[config.mk]
export PLATFORM = sky130hd
export DESIGN_NAME = sar_adc_ctrl
export DESIGN_NICKNAME = d
export VERILOG_FILES = /design/src/rtl/sar_adc_pkg.sv /design/src/rtl/sar_approx_reg.sv /design/src/rtl/sar_adc_ctrl.sv
export SDC_FILE = /design/constraint.sdc
export NUM_CORES = 1
export LEC_CHECK = 0
export ABC_CLOCK_PERIOD_IN_PS = 3400
export BUFFER_PORTS_ARGS = -buffer_cell sky130_fd_sc_hd__buf_2
export CAP_MARGIN = 40
export CORE_AREA = 2 2 112 114
export DETAILED_ROUTE_END_ITERATION = 10
export DIE_AREA = 0 0 114 116
export HOLD_SLACK_MARGIN = 0.05
export PLACE_DENSITY = 0.77
export RECOVER_POWER = 50
export SLEW_MARGIN = 0
export SYNTH_ARGS = -nofsm -noshare
export SYNTH_HDL_FRONTEND = slang
export SYNTH_SLANG_ARGS = --single-unit
export TNS_END_PERCENT = 10
[constraint.sdc]
create_clock -name aclk -period 3.4 [get_ports aclk]
set_clock_uncertainty 0.05 [all_clocks]
set_input_delay 0.85 -clock aclk [delete_from_list [all_inputs] [get_ports aclk]]
set_output_delay 0.85 -clock aclk [all_outputs]
set_load 0.02 [all_outputs]
[src/rtl/sar_adc_pkg.sv]
/*
 * Shared constants and types for the SAR converter sequencer: register
 * offsets, field positions, reset values, mode and state encodings.
 * Assumes a 32-bit AXI4-Lite register bus with byte addresses.
 */
package sar_adc_pkg;

   // Bus and result widths
   localparam int ADDR_W = 8;
   localparam int DATA_W = 32;
   localparam int RES_W  = 12;

   // Register byte offsets
   localparam logic [7:0] OFF_CONTROL  = 8'h00;
   localparam logic [7:0] OFF_COMMAND  = 8'h04;
   localparam logic [7:0] OFF_STATUS   = 8'h08;
   localparam logic [7:0] OFF_RESULT   = 8'h0c;
   localparam logic [7:0] OFF_CHANNEL  = 8'h10;
   localparam logic [7:0] OFF_IRQ_STAT = 8'h14;
   localparam logic [7:0] OFF_IRQ_CLR  = 8'h18;
   localparam logic [7:0] OFF_IRQ_EN   = 8'h1c;

   // Control register fields
   localparam int CTL_SRC_LSB  = 0;
   localparam int CTL_MODE_LSB = 3;
   localparam int CTL_EN_BIT   = 7;
   localparam int CTL_ACQ_LSB  = 8;
   localparam int CTL_SPD_LSB  = 10;
   localparam logic [31:0] CTRL_RST  = 32'h0000_0600;
   localparam logic [31:0] CTRL_MASK = 32'h0000_1f9f;

   // Channel register fields
   localparam int CH_POS_LSB  = 0;
   localparam int CH_NEG_LSB  = 4;
   localparam int CH_TEMP_BIT = 8;
   localparam logic [31:0] CHAN_RST  = 32'h0000_0000;
   localparam logic [31:0] CHAN_MASK = 32'h0000_01ff;

   // Command, status and interrupt bits
   localparam int CMD_START_BIT = 0;
   localparam int CMD_STOP_BIT  = 1;
   localparam int STAT_READY    = 0;
   localparam int STAT_BUSY     = 1;
   localparam int IRQ_W         = 1;
   localparam int IRQ_DONE_BIT  = 0;
   localparam int RES_LSB       = 16;

   // Timing in ADC clocks
   localparam logic [4:0] CONV_CLKS = 5'h0e;
   localparam logic [3:0] PH_SETTLE = 4'h0;
   localparam logic [3:0] PH_WRITE  = 4'hd;
   localparam logic [2:0] SPD_MAX   = 3'h5;
   localparam logic [1:0] TEMP_ACQ  = 2'h3;
   localparam logic [2:0] TEMP_SPD  = 3'h5;

   // Negative mux code that selects analog ground
   localparam logic [3:0] NEG_GND = 4'hf;

   // Bus responses
   localparam logic [1:0] RESP_OKAY   = 2'h0;
   localparam logic [1:0] RESP_SLVERR = 2'h2;

   typedef enum logic [1:0] {
      MODE_DIFF   = 2'b00,
      MODE_SINGLE = 2'b01,
      MODE_PSEUDO = 2'b10
   } in_mode_t;

   typedef enum logic [2:0] {
      SRC_SW_SINGLE = 3'b000,
      SRC_SW_CONT   = 3'b001,
      SRC_EXT_PIN   = 3'b010,
      SRC_LOGIC     = 3'b011,
      SRC_TIMER_A   = 3'b100,
      SRC_TIMER_B   = 3'b101
   } trig_src_t;

   typedef enum logic [1:0] {
      ST_IDLE = 2'b00,
      ST_ACQ  = 2'b01,
      ST_CONV = 2'b10
   } conv_state_t;

endpackage

[src/rtl/sar_approx_reg.sv]
/*
 * Successive approximation register: one bit trial per strobe, MSB first.
 * Assumes the comparator output is valid on the aclk domain at each trial.
 */
`timescale 1ns/10ps
`default_nettype none
module sar_approx_reg #(
   parameter int WIDTH = 12
) (
   // Clock and reset
   input  wire logic             aclk,
   input  wire logic             aresetn,
   // Sequencing strobes
   input  wire logic             load,
   input  wire logic             trial,
   input  wire logic             comp_above,
   // Trial code and completion
   output logic [WIDTH-1:0]      code,
   output logic                  done
);

   logic [WIDTH-1:0] code_q, code_d;   // Current DAC code
   logic [WIDTH-1:0] ptr_q, ptr_d;     // One-hot bit under trial
   logic             done_q, done_d;   // All bits resolved

   // Next trial code
   always_comb
   begin
      code_d = code_q;
      ptr_d  = ptr_q;
      done_d = done_q;
      if (load)
      begin
         // Start at mid scale
         code_d = {1'b1, {(WIDTH-1){1'b0}}};
         ptr_d  = {1'b1, {(WIDTH-1){1'b0}}};
         done_d = 1'b0;
      end
      else if (trial && !done_q)
      begin
         // keep or drop bit
         code_d = (comp_above ? code_q : (code_q & ~ptr_q)) | (ptr_q >> 1);
         ptr_d  = ptr_q >> 1;
         done_d = ptr_q[0];
      end
   end

   // State registers
   always_ff @(posedge aclk)
   begin
      if (!aresetn)
      begin
         code_q <= '0;
         ptr_q  <= '0;
         done_q <= 1'b0;
      end
      else
      begin
         code_q <= code_d;
         ptr_q  <= ptr_d;
         done_q <= done_d;
      end
   end

   assign code = code_q;
   assign done = done_q;
endmodule // sar_approx_reg
`default_nettype wire

[src/rtl/sar_adc_ctrl.sv]
/*
 * Conversion control for a 12-bit SAR converter, AXI4-Lite register slave.
 * Assumes timer and logic triggers share aclk; the start pin is asynchronous.
 */
// Operation
// Resolve 12 bits by successive approximation.
// Differential, single-ended, pseudo differential input pairing.
// Software starts single or continuous conversions.
// Hardware triggers: pin, logic, two timers.
// Trigger still asserted at end restarts.
// Extra selectable temperature sensor channel.
// Straight binary result in non-differential modes.
// Ready flag and interrupt; cleared reading result.
// Busy output high throughout each conversion.
// Fourteen ADC clocks plus acquisition; divided clock.
// Acquisition of 2, 4, 8, 16 clocks.
// Only the selected trigger source acts.
`timescale 1ns/10ps
`default_nettype none
module sar_adc_ctrl import sar_adc_pkg::*; (
   // Clock and reset
   input  wire logic              aclk,
   input  wire logic              aresetn,
   // AXI4-Lite write channels
   input  wire logic [ADDR_W-1:0] s_axi_awaddr,
   input  wire logic              s_axi_awvalid,
   output logic                   s_axi_awready,
   input  wire logic [DATA_W-1:0] s_axi_wdata,
   input  wire logic [3:0]        s_axi_wstrb,
   input  wire logic              s_axi_wvalid,
   output logic                   s_axi_wready,
   output logic [1:0]             s_axi_bresp,
   output logic                   s_axi_bvalid,
   input  wire logic              s_axi_bready,
   // AXI4-Lite read channels
   input  wire logic [ADDR_W-1:0] s_axi_araddr,
   input  wire logic              s_axi_arvalid,
   output logic                   s_axi_arready,
   output logic [DATA_W-1:0]      s_axi_rdata,
   output logic [1:0]             s_axi_rresp,
   output logic                   s_axi_rvalid,
   input  wire logic              s_axi_rready,
   // Trigger sources
   input  wire logic              ext_convert_trigger_n,
   input  wire logic              programmable_logic_array_out,
   input  wire logic              general_timer_a_ovf,
   input  wire logic              general_timer_b_ovf,
   // Converter core
   input  wire logic              comp_above,
   output logic [RES_W-1:0]       dac_code,
   output logic                   sample_track,
   output logic [3:0]             mux_pos_sel,
   output logic [3:0]             mux_neg_sel,
   output logic                   temp_sensor_sel,
   output logic [1:0]             input_mode_out,
   // Status outputs
   output logic                   conversion_busy_out,
   output logic                   irq
);

   // Software registers
   logic [31:0]      ctrl_q, ctrl_d;         // converter_control_reg
   logic [31:0]      chan_q, chan_d;         // Channel selection
   logic [31:0]      result_q, result_d;     // conversion_result_reg
   logic             ready_q, ready_d;       // result_ready_flag
   logic [IRQ_W-1:0] irq_stat_q, irq_stat_d; // Sticky events
   logic [IRQ_W-1:0] irq_en_q, irq_en_d;     // Event enables
   logic             cont_q, cont_d;         // Continuous run armed
   logic             pend_q, pend_d;         // Timer overflow pending
   // Bus slave state
   logic             aw_full_q, aw_full_d;
   logic             w_full_q, w_full_d;
   logic [ADDR_W-1:0] waddr_q, waddr_d;
   logic [31:0]      wdata_q, wdata_d;
   logic [3:0]       wstrb_q, wstrb_d;
   logic             awready_q, awready_d, wready_q, wready_d;
   logic             bvalid_q, bvalid_d, arready_q, arready_d;
   logic             rvalid_q, rvalid_d;
   logic [1:0]       bresp_q, bresp_d, rresp_q, rresp_d;
   logic [31:0]      rdata_q, rdata_d;
   // Sequencer state
   conv_state_t      state_q, state_d;
   logic [4:0]       div_q, div_d;           // Core clocks per ADC clock
   logic [4:0]       cnt_q, cnt_d;           // Acquisition clocks
   logic [3:0]       ph_q, ph_d;             // Conversion phase
   logic [4:0]       tcount_q, tcount_d;     // ADC clocks since start
   // Start pin synchroniser
   logic             ext_s1_q, ext_s2_q, ext_s3_q, ext_lvl_q, ext_lvl_d;
   // Registered outputs
   logic             busy_q, busy_d, irq_q, irq_d, track_q, track_d;
   logic [3:0]       pos_q, pos_d, neg_q, neg_d;
   logic             temp_q, temp_d;
   logic [1:0]       mode_q, mode_d;
   // Decoded controls
   trig_src_t        src;
   in_mode_t         mode;
   logic [1:0]       acq_code;
   logic [2:0]       spd_code;
   logic             en, tick, req, last, start, wr_go, rd_go, sar_load, sar_trial;
   logic             sw_start, sw_stop, rd_result, timer_hit;
   logic [RES_W-1:0] sar_code;

   // Byte-lane merge for writable registers
   function automatic logic [31:0] merge(input logic [31:0] old_v, input logic [31:0] new_v,
                                         input logic [3:0] strb, input logic [31:0] mask);
      logic [31:0] v;
      v = old_v;
      for (int i = 0; i < 4; i++)
         if (strb[i]) v[8*i +: 8] = new_v[8*i +: 8];
      return v & mask;
   endfunction

   // divider terminal count, reserved codes clamp
   function automatic logic [4:0] div_limit(input logic [2:0] c);
      logic [2:0] s;
      s = (c > SPD_MAX) ? SPD_MAX : c;
      return 5'((6'h01 << s) - 6'h01);
   endfunction

   // acquisition length in ADC clocks
   function automatic logic [4:0] acq_len(input logic [1:0] c);
      return 5'(5'h02 << c);
   endfunction

   assign src  = trig_src_t'(ctrl_q[CTL_SRC_LSB +: 3]);
   assign mode = in_mode_t'(ctrl_q[CTL_MODE_LSB +: 2]);
   assign en   = ctrl_q[CTL_EN_BIT];
   // temperature channel forces slow timing
   assign acq_code = chan_q[CH_TEMP_BIT] ? TEMP_ACQ : ctrl_q[CTL_ACQ_LSB +: 2];
   assign spd_code = chan_q[CH_TEMP_BIT] ? TEMP_SPD : ctrl_q[CTL_SPD_LSB +: 3];

   // Bus commit strobes; write waits for both address and data
   assign wr_go     = aw_full_q && w_full_q && !bvalid_q;
   assign rd_go     = s_axi_arvalid && arready_q;
   assign sw_start  = wr_go && waddr_q == OFF_COMMAND && wstrb_q[0] && wdata_q[CMD_START_BIT];
   assign sw_stop   = wr_go && waddr_q == OFF_COMMAND && wstrb_q[0] && wdata_q[CMD_STOP_BIT];
   assign rd_result = rd_go && s_axi_araddr == OFF_RESULT;

   // Trigger selection and sequencing strobes
   always_comb
   begin
      // only the selected source is looked at
      case (src)
         SRC_SW_SINGLE: req = sw_start;
         SRC_SW_CONT:   req = cont_q || sw_start;           // continuous
         SRC_EXT_PIN:   req = ext_lvl_q;                    // pin level
         SRC_LOGIC:     req = programmable_logic_array_out;
         SRC_TIMER_A:   req = pend_q;
         SRC_TIMER_B:   req = pend_q;
         default:       req = 1'b0;
      endcase
      timer_hit = (src == SRC_TIMER_A && general_timer_a_ovf) ||
                  (src == SRC_TIMER_B && general_timer_b_ovf);
      tick  = state_q != ST_IDLE && div_q == div_limit(spd_code);
      last  = state_q == ST_CONV && tick && ph_q == PH_WRITE;
      // a request still present at the end restarts
      start = en && req && (state_q == ST_IDLE || last);
   end

   // Conversion sequencer next state
   always_comb
   begin
      state_d   = state_q;
      div_d     = tick ? 5'h00 : 5'(div_q + 5'h01);
      cnt_d     = cnt_q;
      ph_d      = ph_q;
      tcount_d  = tick ? 5'(tcount_q + 5'h01) : tcount_q;
      sar_load  = 1'b0;
      sar_trial = 1'b0;
      case (state_q)
         ST_IDLE:
         begin
            div_d = 5'h00;
            if (start)
            begin
               state_d  = ST_ACQ;
               cnt_d    = 5'h00;
               tcount_d = 5'h00;
            end
         end
         ST_ACQ:
         begin
            // track for the programmed clocks
            if (tick && cnt_q == 5'(acq_len(acq_code) - 5'h01))
            begin
               state_d  = ST_CONV;
               ph_d     = PH_SETTLE;
               sar_load = 1'b1;
            end
            else if (tick)
               cnt_d = 5'(cnt_q + 5'h01);
         end
         ST_CONV:
         begin
            // settle, twelve trials, write
            sar_trial = tick && ph_q != PH_SETTLE && ph_q != PH_WRITE;
            if (last)
            begin
               state_d  = start ? ST_ACQ : ST_IDLE;
               cnt_d    = 5'h00;
               tcount_d = 5'h00;
            end
            else if (tick)
               ph_d = 4'(ph_q + 4'h1);
         end
         default: state_d = ST_IDLE;
      endcase
      // Disabling aborts a conversion in flight
      if (!en)
         state_d = ST_IDLE;
   end

   // Register file, flags and bus next values
   always_comb
   begin
      ctrl_d = ctrl_q;  chan_d = chan_q;  irq_en_d = irq_en_q;
      aw_full_d = aw_full_q;  w_full_d = w_full_q;
      waddr_d = waddr_q;  wdata_d = wdata_q;  wstrb_d = wstrb_q;
      bvalid_d = bvalid_q && !s_axi_bready;
      bresp_d  = bresp_q;
      if (s_axi_awvalid && awready_q)
      begin
         aw_full_d = 1'b1;
         waddr_d   = s_axi_awaddr;
      end
      if (s_axi_wvalid && wready_q)
      begin
         w_full_d = 1'b1;
         wdata_d  = s_axi_wdata;
         wstrb_d  = s_axi_wstrb;
      end
      if (wr_go)
      begin
         aw_full_d = 1'b0;
         w_full_d  = 1'b0;
         bvalid_d  = 1'b1;
         bresp_d   = RESP_OKAY;
         case (waddr_q)
            OFF_CONTROL: ctrl_d   = merge(ctrl_q, wdata_q, wstrb_q, CTRL_MASK);
            OFF_CHANNEL: chan_d   = merge(chan_q, wdata_q, wstrb_q, CHAN_MASK);
            OFF_IRQ_EN:  irq_en_d = IRQ_W'(merge(32'(irq_en_q), wdata_q, wstrb_q, 32'h1));
            OFF_COMMAND, OFF_IRQ_CLR: bresp_d = RESP_OKAY;
            default:     bresp_d  = RESP_SLVERR;
         endcase
      end
      // Hold off new address/data until the response is gone
      awready_d = !aw_full_d && !bvalid_d;
      wready_d  = !w_full_d && !bvalid_d;
      // Read channel: one outstanding read
      rvalid_d  = rvalid_q && !s_axi_rready;
      rdata_d   = rdata_q;
      rresp_d   = rresp_q;
      if (rd_go)
      begin
         rvalid_d = 1'b1;
         rresp_d  = RESP_OKAY;
         case (s_axi_araddr)
            OFF_CONTROL:  rdata_d = ctrl_q;
            OFF_CHANNEL:  rdata_d = chan_q;
            OFF_STATUS:   rdata_d = 32'({busy_q, ready_q});
            OFF_RESULT:   rdata_d = result_q;
            OFF_IRQ_STAT: rdata_d = 32'(irq_stat_q);
            OFF_IRQ_EN:   rdata_d = 32'(irq_en_q);
            OFF_COMMAND, OFF_IRQ_CLR: rdata_d = 32'h0000_0000;
            default:
            begin
               rdata_d = 32'h0000_0000;
               rresp_d = RESP_SLVERR;
            end
         endcase
      end
      arready_d = !rvalid_d;
      // ready set at end, set beats clearing read
      ready_d    = (ready_q && !rd_result) || last;
      irq_stat_d = (irq_stat_q & ~((wr_go && waddr_q == OFF_IRQ_CLR && wstrb_q[0]) ?
                   wdata_q[IRQ_W-1:0] : {IRQ_W{1'b0}})) | {IRQ_W{last}};
      // continuous run armed by start, ended by stop
      cont_d = (cont_q || (sw_start && src == SRC_SW_CONT)) && !sw_stop && src == SRC_SW_CONT;
      // timer overflow held until a start consumes it
      pend_d = (pend_q && !start) || timer_hit;
      // straight binary, else signed shifted right
      result_d = result_q;
      if (last)
         result_d = (mode == MODE_DIFF) ?
                    {{6{~sar_code[RES_W-1]}}, sar_code[RES_W-2:1], 16'h0000} :
                    {4'h0, sar_code, 16'h0000};
   end

   // Output next values
   always_comb
   begin
      // busy follows the active sequence
      busy_d  = state_d != ST_IDLE;
      irq_d   = |(irq_stat_q & irq_en_q);
      track_d = state_d == ST_ACQ;
      // single-ended ties the negative input to ground
      pos_d   = chan_q[CH_POS_LSB +: 4];
      neg_d   = (mode == MODE_SINGLE) ? NEG_GND : chan_q[CH_NEG_LSB +: 4];
      temp_d  = chan_q[CH_TEMP_BIT];
      mode_d  = mode;
      // Pin counts only once two later stages agree
      ext_lvl_d = (ext_s2_q == ext_s3_q) ? !ext_s3_q : ext_lvl_q;
   end

   // All state registers
   always_ff @(posedge aclk)
   begin
      if (!aresetn)
      begin
         ctrl_q <= CTRL_RST;  chan_q <= CHAN_RST;  result_q <= 32'h0000_0000;
         ready_q <= 1'b0;  irq_stat_q <= '0;  irq_en_q <= '0;
         cont_q <= 1'b0;  pend_q <= 1'b0;
         aw_full_q <= 1'b0;  w_full_q <= 1'b0;  waddr_q <= '0;
         wdata_q <= 32'h0000_0000;  wstrb_q <= 4'h0;
         awready_q <= 1'b0;  wready_q <= 1'b0;  bvalid_q <= 1'b0;
         arready_q <= 1'b0;  rvalid_q <= 1'b0;  bresp_q <= RESP_OKAY;
         rresp_q <= RESP_OKAY;  rdata_q <= 32'h0000_0000;
         state_q <= ST_IDLE;  div_q <= 5'h00;  cnt_q <= 5'h00;
         ph_q <= 4'h0;  tcount_q <= 5'h00;
         ext_s1_q <= 1'b1;  ext_s2_q <= 1'b1;  ext_s3_q <= 1'b1;  ext_lvl_q <= 1'b0;
         busy_q <= 1'b0;  irq_q <= 1'b0;  track_q <= 1'b0;
         pos_q <= 4'h0;  neg_q <= 4'h0;  temp_q <= 1'b0;  mode_q <= 2'h0;
      end
      else
      begin
         ctrl_q <= ctrl_d;  chan_q <= chan_d;  result_q <= result_d;
         ready_q <= ready_d;  irq_stat_q <= irq_stat_d;  irq_en_q <= irq_en_d;
         cont_q <= cont_d;  pend_q <= pend_d;
         aw_full_q <= aw_full_d;  w_full_q <= w_full_d;  waddr_q <= waddr_d;
         wdata_q <= wdata_d;  wstrb_q <= wstrb_d;
         awready_q <= awready_d;  wready_q <= wready_d;  bvalid_q <= bvalid_d;
         arready_q <= arready_d;  rvalid_q <= rvalid_d;  bresp_q <= bresp_d;
         rresp_q <= rresp_d;  rdata_q <= rdata_d;
         state_q <= state_d;  div_q <= div_d;  cnt_q <= cnt_d;
         ph_q <= ph_d;  tcount_q <= tcount_d;
         ext_s1_q <= ext_convert_trigger_n;  ext_s2_q <= ext_s1_q;
         ext_s3_q <= ext_s2_q;  ext_lvl_q <= ext_lvl_d;
         busy_q <= busy_d;  irq_q <= irq_d;  track_q <= track_d;
         pos_q <= pos_d;  neg_q <= neg_d;  temp_q <= temp_d;  mode_q <= mode_d;
      end
   end

   // bit trials in the approximation register
   sar_approx_reg #(.WIDTH(RES_W)) u_sar (
      .aclk       (aclk),
      .aresetn    (aresetn),
      .load       (sar_load),
      .trial      (sar_trial),
      .comp_above (comp_above),
      .code       (sar_code),
      .done       ()
   );

   assign s_axi_awready = awready_q;
   assign s_axi_wready  = wready_q;
   assign s_axi_bvalid  = bvalid_q;
   assign s_axi_bresp   = bresp_q;
   assign s_axi_arready = arready_q;
   assign s_axi_rvalid  = rvalid_q;
   assign s_axi_rdata   = rdata_q;
   assign s_axi_rresp   = rresp_q;
   assign dac_code            = sar_code;
   assign sample_track        = track_q;
   assign mux_pos_sel         = pos_q;
   assign mux_neg_sel         = neg_q;
   assign temp_sensor_sel     = temp_q;
   assign input_mode_out      = mode_q;
   assign conversion_busy_out = busy_q;
   assign irq                 = irq_q;
endmodule // sar_adc_ctrl
`default_nettype wire

# == Word level (Yosys, flattened, before mapping) ==
# Index checks and enable logic that the tools add are counted.
# W data, S select, Z words.
# totals
register_bits,182
latch_bits,0
mem_bits_rw,0
mem_bits_ro,0
inputBits,64
n_memories,0
# op_classes
addsub,5
multipliers,0
n_div,0
order_cmp,1
n_eq_ne,32
shift,2
n_mux,39
bitwise_logic,9
n_reduce_logical,73
# ops
operator,count
$pmux W32 S6,1
$mux W12,5
$eq A8 B5 Y1 const B,7
$logic_and A1 B1 Y1,32
$mux W32,1
$mux W5,4
$eq A8 B3 Y1 const B,2
$eq A8 B4 Y1 const B,2
$logic_not A8 Y1,2
$mux W4,4
$pmux W5 S3,1
$reduce_and A3 Y1,5
$mux W2,7
$ne A2 B2 Y1 const B,7
$and A12 B12 Y12,1
$logic_not A1 Y1,12
$not A12 Y12,1
$or A12 B11 Y12,1
$mux W1,11
$add A5 B1 Y5 const B,2
$eq A5 B5 Y1,2
$sub A5 B1 Y5 const B,2
$pmux W4 S2,1
$reduce_bool A2 Y1,4
other kinds (29),44

# == Logic depth before layout (Yosys ltp) ==
# logic_depth
ltp_word,16
mapped_depth,9

# == By module ==
# From an unflattened synthesis, not the netlist that was laid out.
# unflattened
cells_unflattened,730
area_unflattened_um2,6538.8
# modules_own_cells
module,instances,cells_each,area_each_um2
sar_adc_ctrl,1,623,5616.6
sar_approx_reg,1,107,922.1

# == Worst setup path after synthesis ==
# Ideal clock, no wire load.
# synth_timing
kind,input-to-reg
startpoint,input port s_axi_araddr[1]
endpoint,register rdata_q[19] (netlist: s_axi_rdata[19])
arrival_ns,2.524
path_slack_ns,0.761
cell_stages,7
path_buffers,2
cell_sequence,or4_1 -> nor3_1 -> and3_1 -> clkbuf_1 -> clkbuf_1 -> a22oi_1 -> nor2_1
# synth_between
elab_chain_len,2
elab_cells_between_ends,7
cone_classes,eq/ne (5); mux (1); reduce/logical (1)
# synth_rtl
item,line,text
start: declaration,sar_adc_ctrl.sv:36,"input wire logic [ADDR_W-1:0] s_axi_araddr,"
$eq A8 B5 Y1 (tied with other cells),sar_adc_ctrl.sv:257,case (s_axi_araddr)
$pmux W32 S6 *,sar_adc_ctrl.sv:257,
end signal: assignment,sar_adc_ctrl.sv:333,rresp_q <= rresp_d; rdata_q <= rdata_d;
end: declaration,sar_adc_ctrl.sv:80,"logic [31:0] rdata_q, rdata_d;"
# Mark *: on every way between the ends. The rest lies on a longest branch, timed or not.
# A chain may end at the register's enable or synchronous reset.

# == Worst setup path after layout ==
# layout_timing
startpoint,register chan_q[8]
endpoint,register cnt_q[3]
# layout_between
elab_chain_len,13
elab_cells_between_ends,21
cone_classes,add/sub (2); order compare (1); eq/ne (6); shift (2); mux (3); reduce/logical (7)
# layout_rtl
item,line,text
start: declaration,sar_adc_ctrl.sv:63,"logic [31:0] chan_q, chan_d;"
start signal: assignment,sar_adc_ctrl.sv:326,ctrl_q <= ctrl_d; chan_q <= chan_d; result_q <= result_d;
$mux W3,sar_adc_ctrl.sv:130,assign spd_code = chan_q[CH_TEMP_BIT] ? TEMP_SPD : ctrl_q[CTL_SPD_LSB +: 3];
$gt A3 B3 Y1,sar_adc_ctrl.sv:116,s = (c > SPD_MAX) ? SPD_MAX : c;
$mux W3,sar_adc_ctrl.sv:116,
$shl A1 B3 Y5,sar_adc_ctrl.sv:117,return 5'((6'h01 << s) - 6'h01);
$sub A5 B1 Y5,sar_adc_ctrl.sv:117,
$eq A5 B5 Y1,sar_adc_ctrl.sv:154,tick = state_q != ST_IDLE && div_q == div_limit(spd_code);
$logic_and A1 B1 Y1,sar_adc_ctrl.sv:154,
$logic_and A1 B1 Y1 (2 in a row),sar_adc_ctrl.sv:155,last = state_q == ST_CONV && tick && ph_q == PH_WRITE;
$logic_or A1 B1 Y1,sar_adc_ctrl.sv:157,start = en && req && (state_q == ST_IDLE || last);
$logic_and A1 B1 Y1,sar_adc_ctrl.sv:157,
$ne A2 B2 Y1 (no line),-,
$reduce_and A5 Y1 (no line) *,-,
end signal: assignment,sar_adc_ctrl.sv:334,state_q <= state_d; div_q <= div_d; cnt_q <= cnt_d;
end: declaration,sar_adc_ctrl.sv:84,"logic [4:0] cnt_q, cnt_d;"
# Marks and branches as above.

==> metrics <==
outcome finished clean; Post-synth top flop dfxtp_1; CP Capture Type register; DRT iter0 DRCs around 410; synthesized area 0.00624 mm²; Core Region around 0.012 mm²; register area ~0.0031 mm²; Die ar. around 0.013 mm²; combinational share of power 3.6%; Filler Cell Count 1,031; sequential share of the synthesized area 49.7%; RSZ-0062 raised after global routing false; RD Place Congestion 0.835; post-CTS sizing 0; WHS around 0.41 ns; Post-synth EDFFs 0; Area after DPL 0.00683 mm²; H-tree depth 4; Worst Setup Path Type reg -> reg; largest net degree at the start of global routing 41; max_cap viols 0; P_sw 895 µW; Total Negative Setup Slacks 0 ns; footprint of the multi-input gates a little under 0.003 mm²; final cell count without fillers about 970; clk_lat worst skew between 0.4 and 0.5 ns; RR Endpoint cnt_q[3]; Initial Util 52.4%; CTS tree yes; Worst Path Required between 3 and 4 ns; Syn-to-layout area delta 17.7%; post-DP HPWL 9.94 mm; commonest cells in the netlist dfxtp_1 (155), nand2_1 (99), nor2_1 (89), a21oi_1 (69), mux2i_1 (34); Synth Warn # 0; Yosys top cell by area dfxtp_1; final slew viol count 0; DRT Pass-1 Iters 5; Routed Antenna Nets 0; DRC Markers 0; sequential power share a little under half; # placed instances just over 900; Via-to-Cell Ratio 5.53; root buf cell clkbuf_16; relative slew slack 3.87%; vias in the first global route 5,031; top cell type's share of synthesized area 49.7%; first-pass GRT wire length 23.7 mm; HP Start wdata_q[9]; P per Cell Area 530 mW/mm²; routed via count 5,339; Routed wire per std cell around 15 µm; Setup violations, final 0; total power 3.89 mW; final non-filler cell area ~0.0073 mm²; switching part of the total 23.0%; Critical Path AT 2.97 ns; row count 40; worst-margin pin slew between 1 and 1.5 ns; Pint 3.00 mW; internal reg-to-reg setup slack 0.72 ns; Pleak roughly 2.9 nW; FF-to-FF Start chan_q[8]; gr ovfl total 0; Layout Nets 875; gr usage total 22.2%; synthesized area per cell a little under 9 µm²; cts hold-fix bufs 0; Synth area leaders dfxtp_1 (50%), nand2_1 (6.0%), a21oi_1 (5.5%), mux2i_1 (5.5%), nor2_1 (5.4%); Synth async-reset ratio 0%; count leader, synth dfxtp_1; fin crit period around 2.7 ns; hold depth 2; DRT Wirelength 14.5 mm; CP startpoint kind register; clk buf depth 2; CTS sink count 155; crit path max fanout 16; Fmax ~370 MHz; #FFs+latches synth 155; Hold Path Sink wdata_q[9]; share of layout cells above drive strength 1 11.6%; Tcrit/Tclk final approximately four fifths; Yosys cell types 57; Synth Instances 714; Setup WS pre-CTS 0.457 ns; post-layout util 61.6%; final hold violations 0; Reg2Reg Depth 6; die span in y approximately 120 µm; die width 114 µm; IR drop worst, VDD 0.000280 V; port bufs between 100 and 150; worst setup margin 0.721 ns; Clock power frac 48.7%; worst min path class reg -> reg; Post-CTS Setup Inserts 0; Ant. Diodes 0; I/O pins 131; CTS Buf Count 17; clock slew at reported path FFs 0.07 ns; initial antenna violation count 0
## cells in the final DEF (no fill, tap or decap), drive strengths merged, types with 4 or more instances in the layout
master	synthesis	final
buf	18	53
a22oi	25	25
clkbuf	28	79
nor2	89	89
and3	9	9
dfxtp	155	155
clkinv	0	5
o21ai	24	24
conb	1	5
a21oi	69	69
ha	6	6
nor4	4	4
or3	6	6
inv	11	15
a211oi	15	15
nand2	99	99
mux2i	34	34
nand4	6	6
xnor2	4	4
nor2b	7	7
and2	12	12
nand2b	19	19
o21a	4	4
nor3	9	9
nand3	14	14
or4	5	5
nand3b	5	5
## worst max-delay path, stage by stage (launching register included)
cell and delay (ns):
dfxtp_1 0.46, or4_4 0.59, a221oi_4 0.32, o21ai_2 0.13, or4_4 0.55, or3_1 0.37, a21oi_1 0.14
## cell type report
cell class / instances / share of cell area (%)
repair buffers: 114 / 6.97
clock inverters: 14 / 2.18
flip-flops and latches: 155 / 42.3
multi-input cells: 506 / 39.5
inverters: 11 / 0.562
clock buffers: 18 / 5.98
well taps: 147 / 2.50
## power groups by stage
stage | clock network, mW | registers [mW] | logic (mW)
finish | 1.90 | 1.86 | 0.142
global route | 2.00 | 1.86 | 0.157
CTS | 1.93 | 1.85 | 0.145
detailed placement | 0 | 1.90 | 0.144
global placement | 0 | 1.89 | 0.141
floorplan | 0 | 1.90 | 0.0875
## worst max-delay path by stage
stage                    start              end  slack [ns]  cells past startpoint
6_report             chan_q[8]         cnt_q[3]        0.72                      6
5_1_grt              chan_q[8]   u_sar.code[11]        0.57                      7
4_1_cts              chan_q[8]         cnt_q[3]        0.72                      6
3_5_place_dp   s_axi_araddr[1]          ready_q        0.46                      7
3_3_place_gp   s_axi_araddr[1]          ready_q        0.46                      7
2_1_floorplan  s_axi_araddr[1]  s_axi_rdata[19]        0.76                      7
## per-layer routing
layer,wire (µm),global-route usage [%]
met1,6490,29.1
met2,7020,36.5
met3,722,3.82
met4,283,9.19
met5,0,0
## cell families after synthesis
| group | count (synthesis) | synth area share, % |
|---|---|---|
| flip-flops | 155 | 49.7 |
| multiplexers | 36 | 5.81 |
| AO/OA/AOI/OAI | 157 | 15.8 |
| adder cells (fa/ha/maj) | 6 | 1.20 |
| XOR/XNOR | 6 | 0.842 |
| buffers and inverters | 57 | 4.07 |
| AND/OR/NAND/NOR | 296 | 22.5 |
| other | 1 | 0.0601 |
## sequential cells by signal, summed over array words and instances (netlist names), 2 cells and up
register	cells
input_mode_out	2
s_axi_rdata	26
div_q	5
u_sar.ptr_q	12
ctrl_q	11
state_q	2
u_sar.code	12
mux_pos_sel	4
wdata_q	13
chan_q	9
waddr_q	8
mux_neg_sel	4
cnt_q	5
wstrb_q	2
ph_q	4
result_q	13
(Power assumes the default switching activity.)
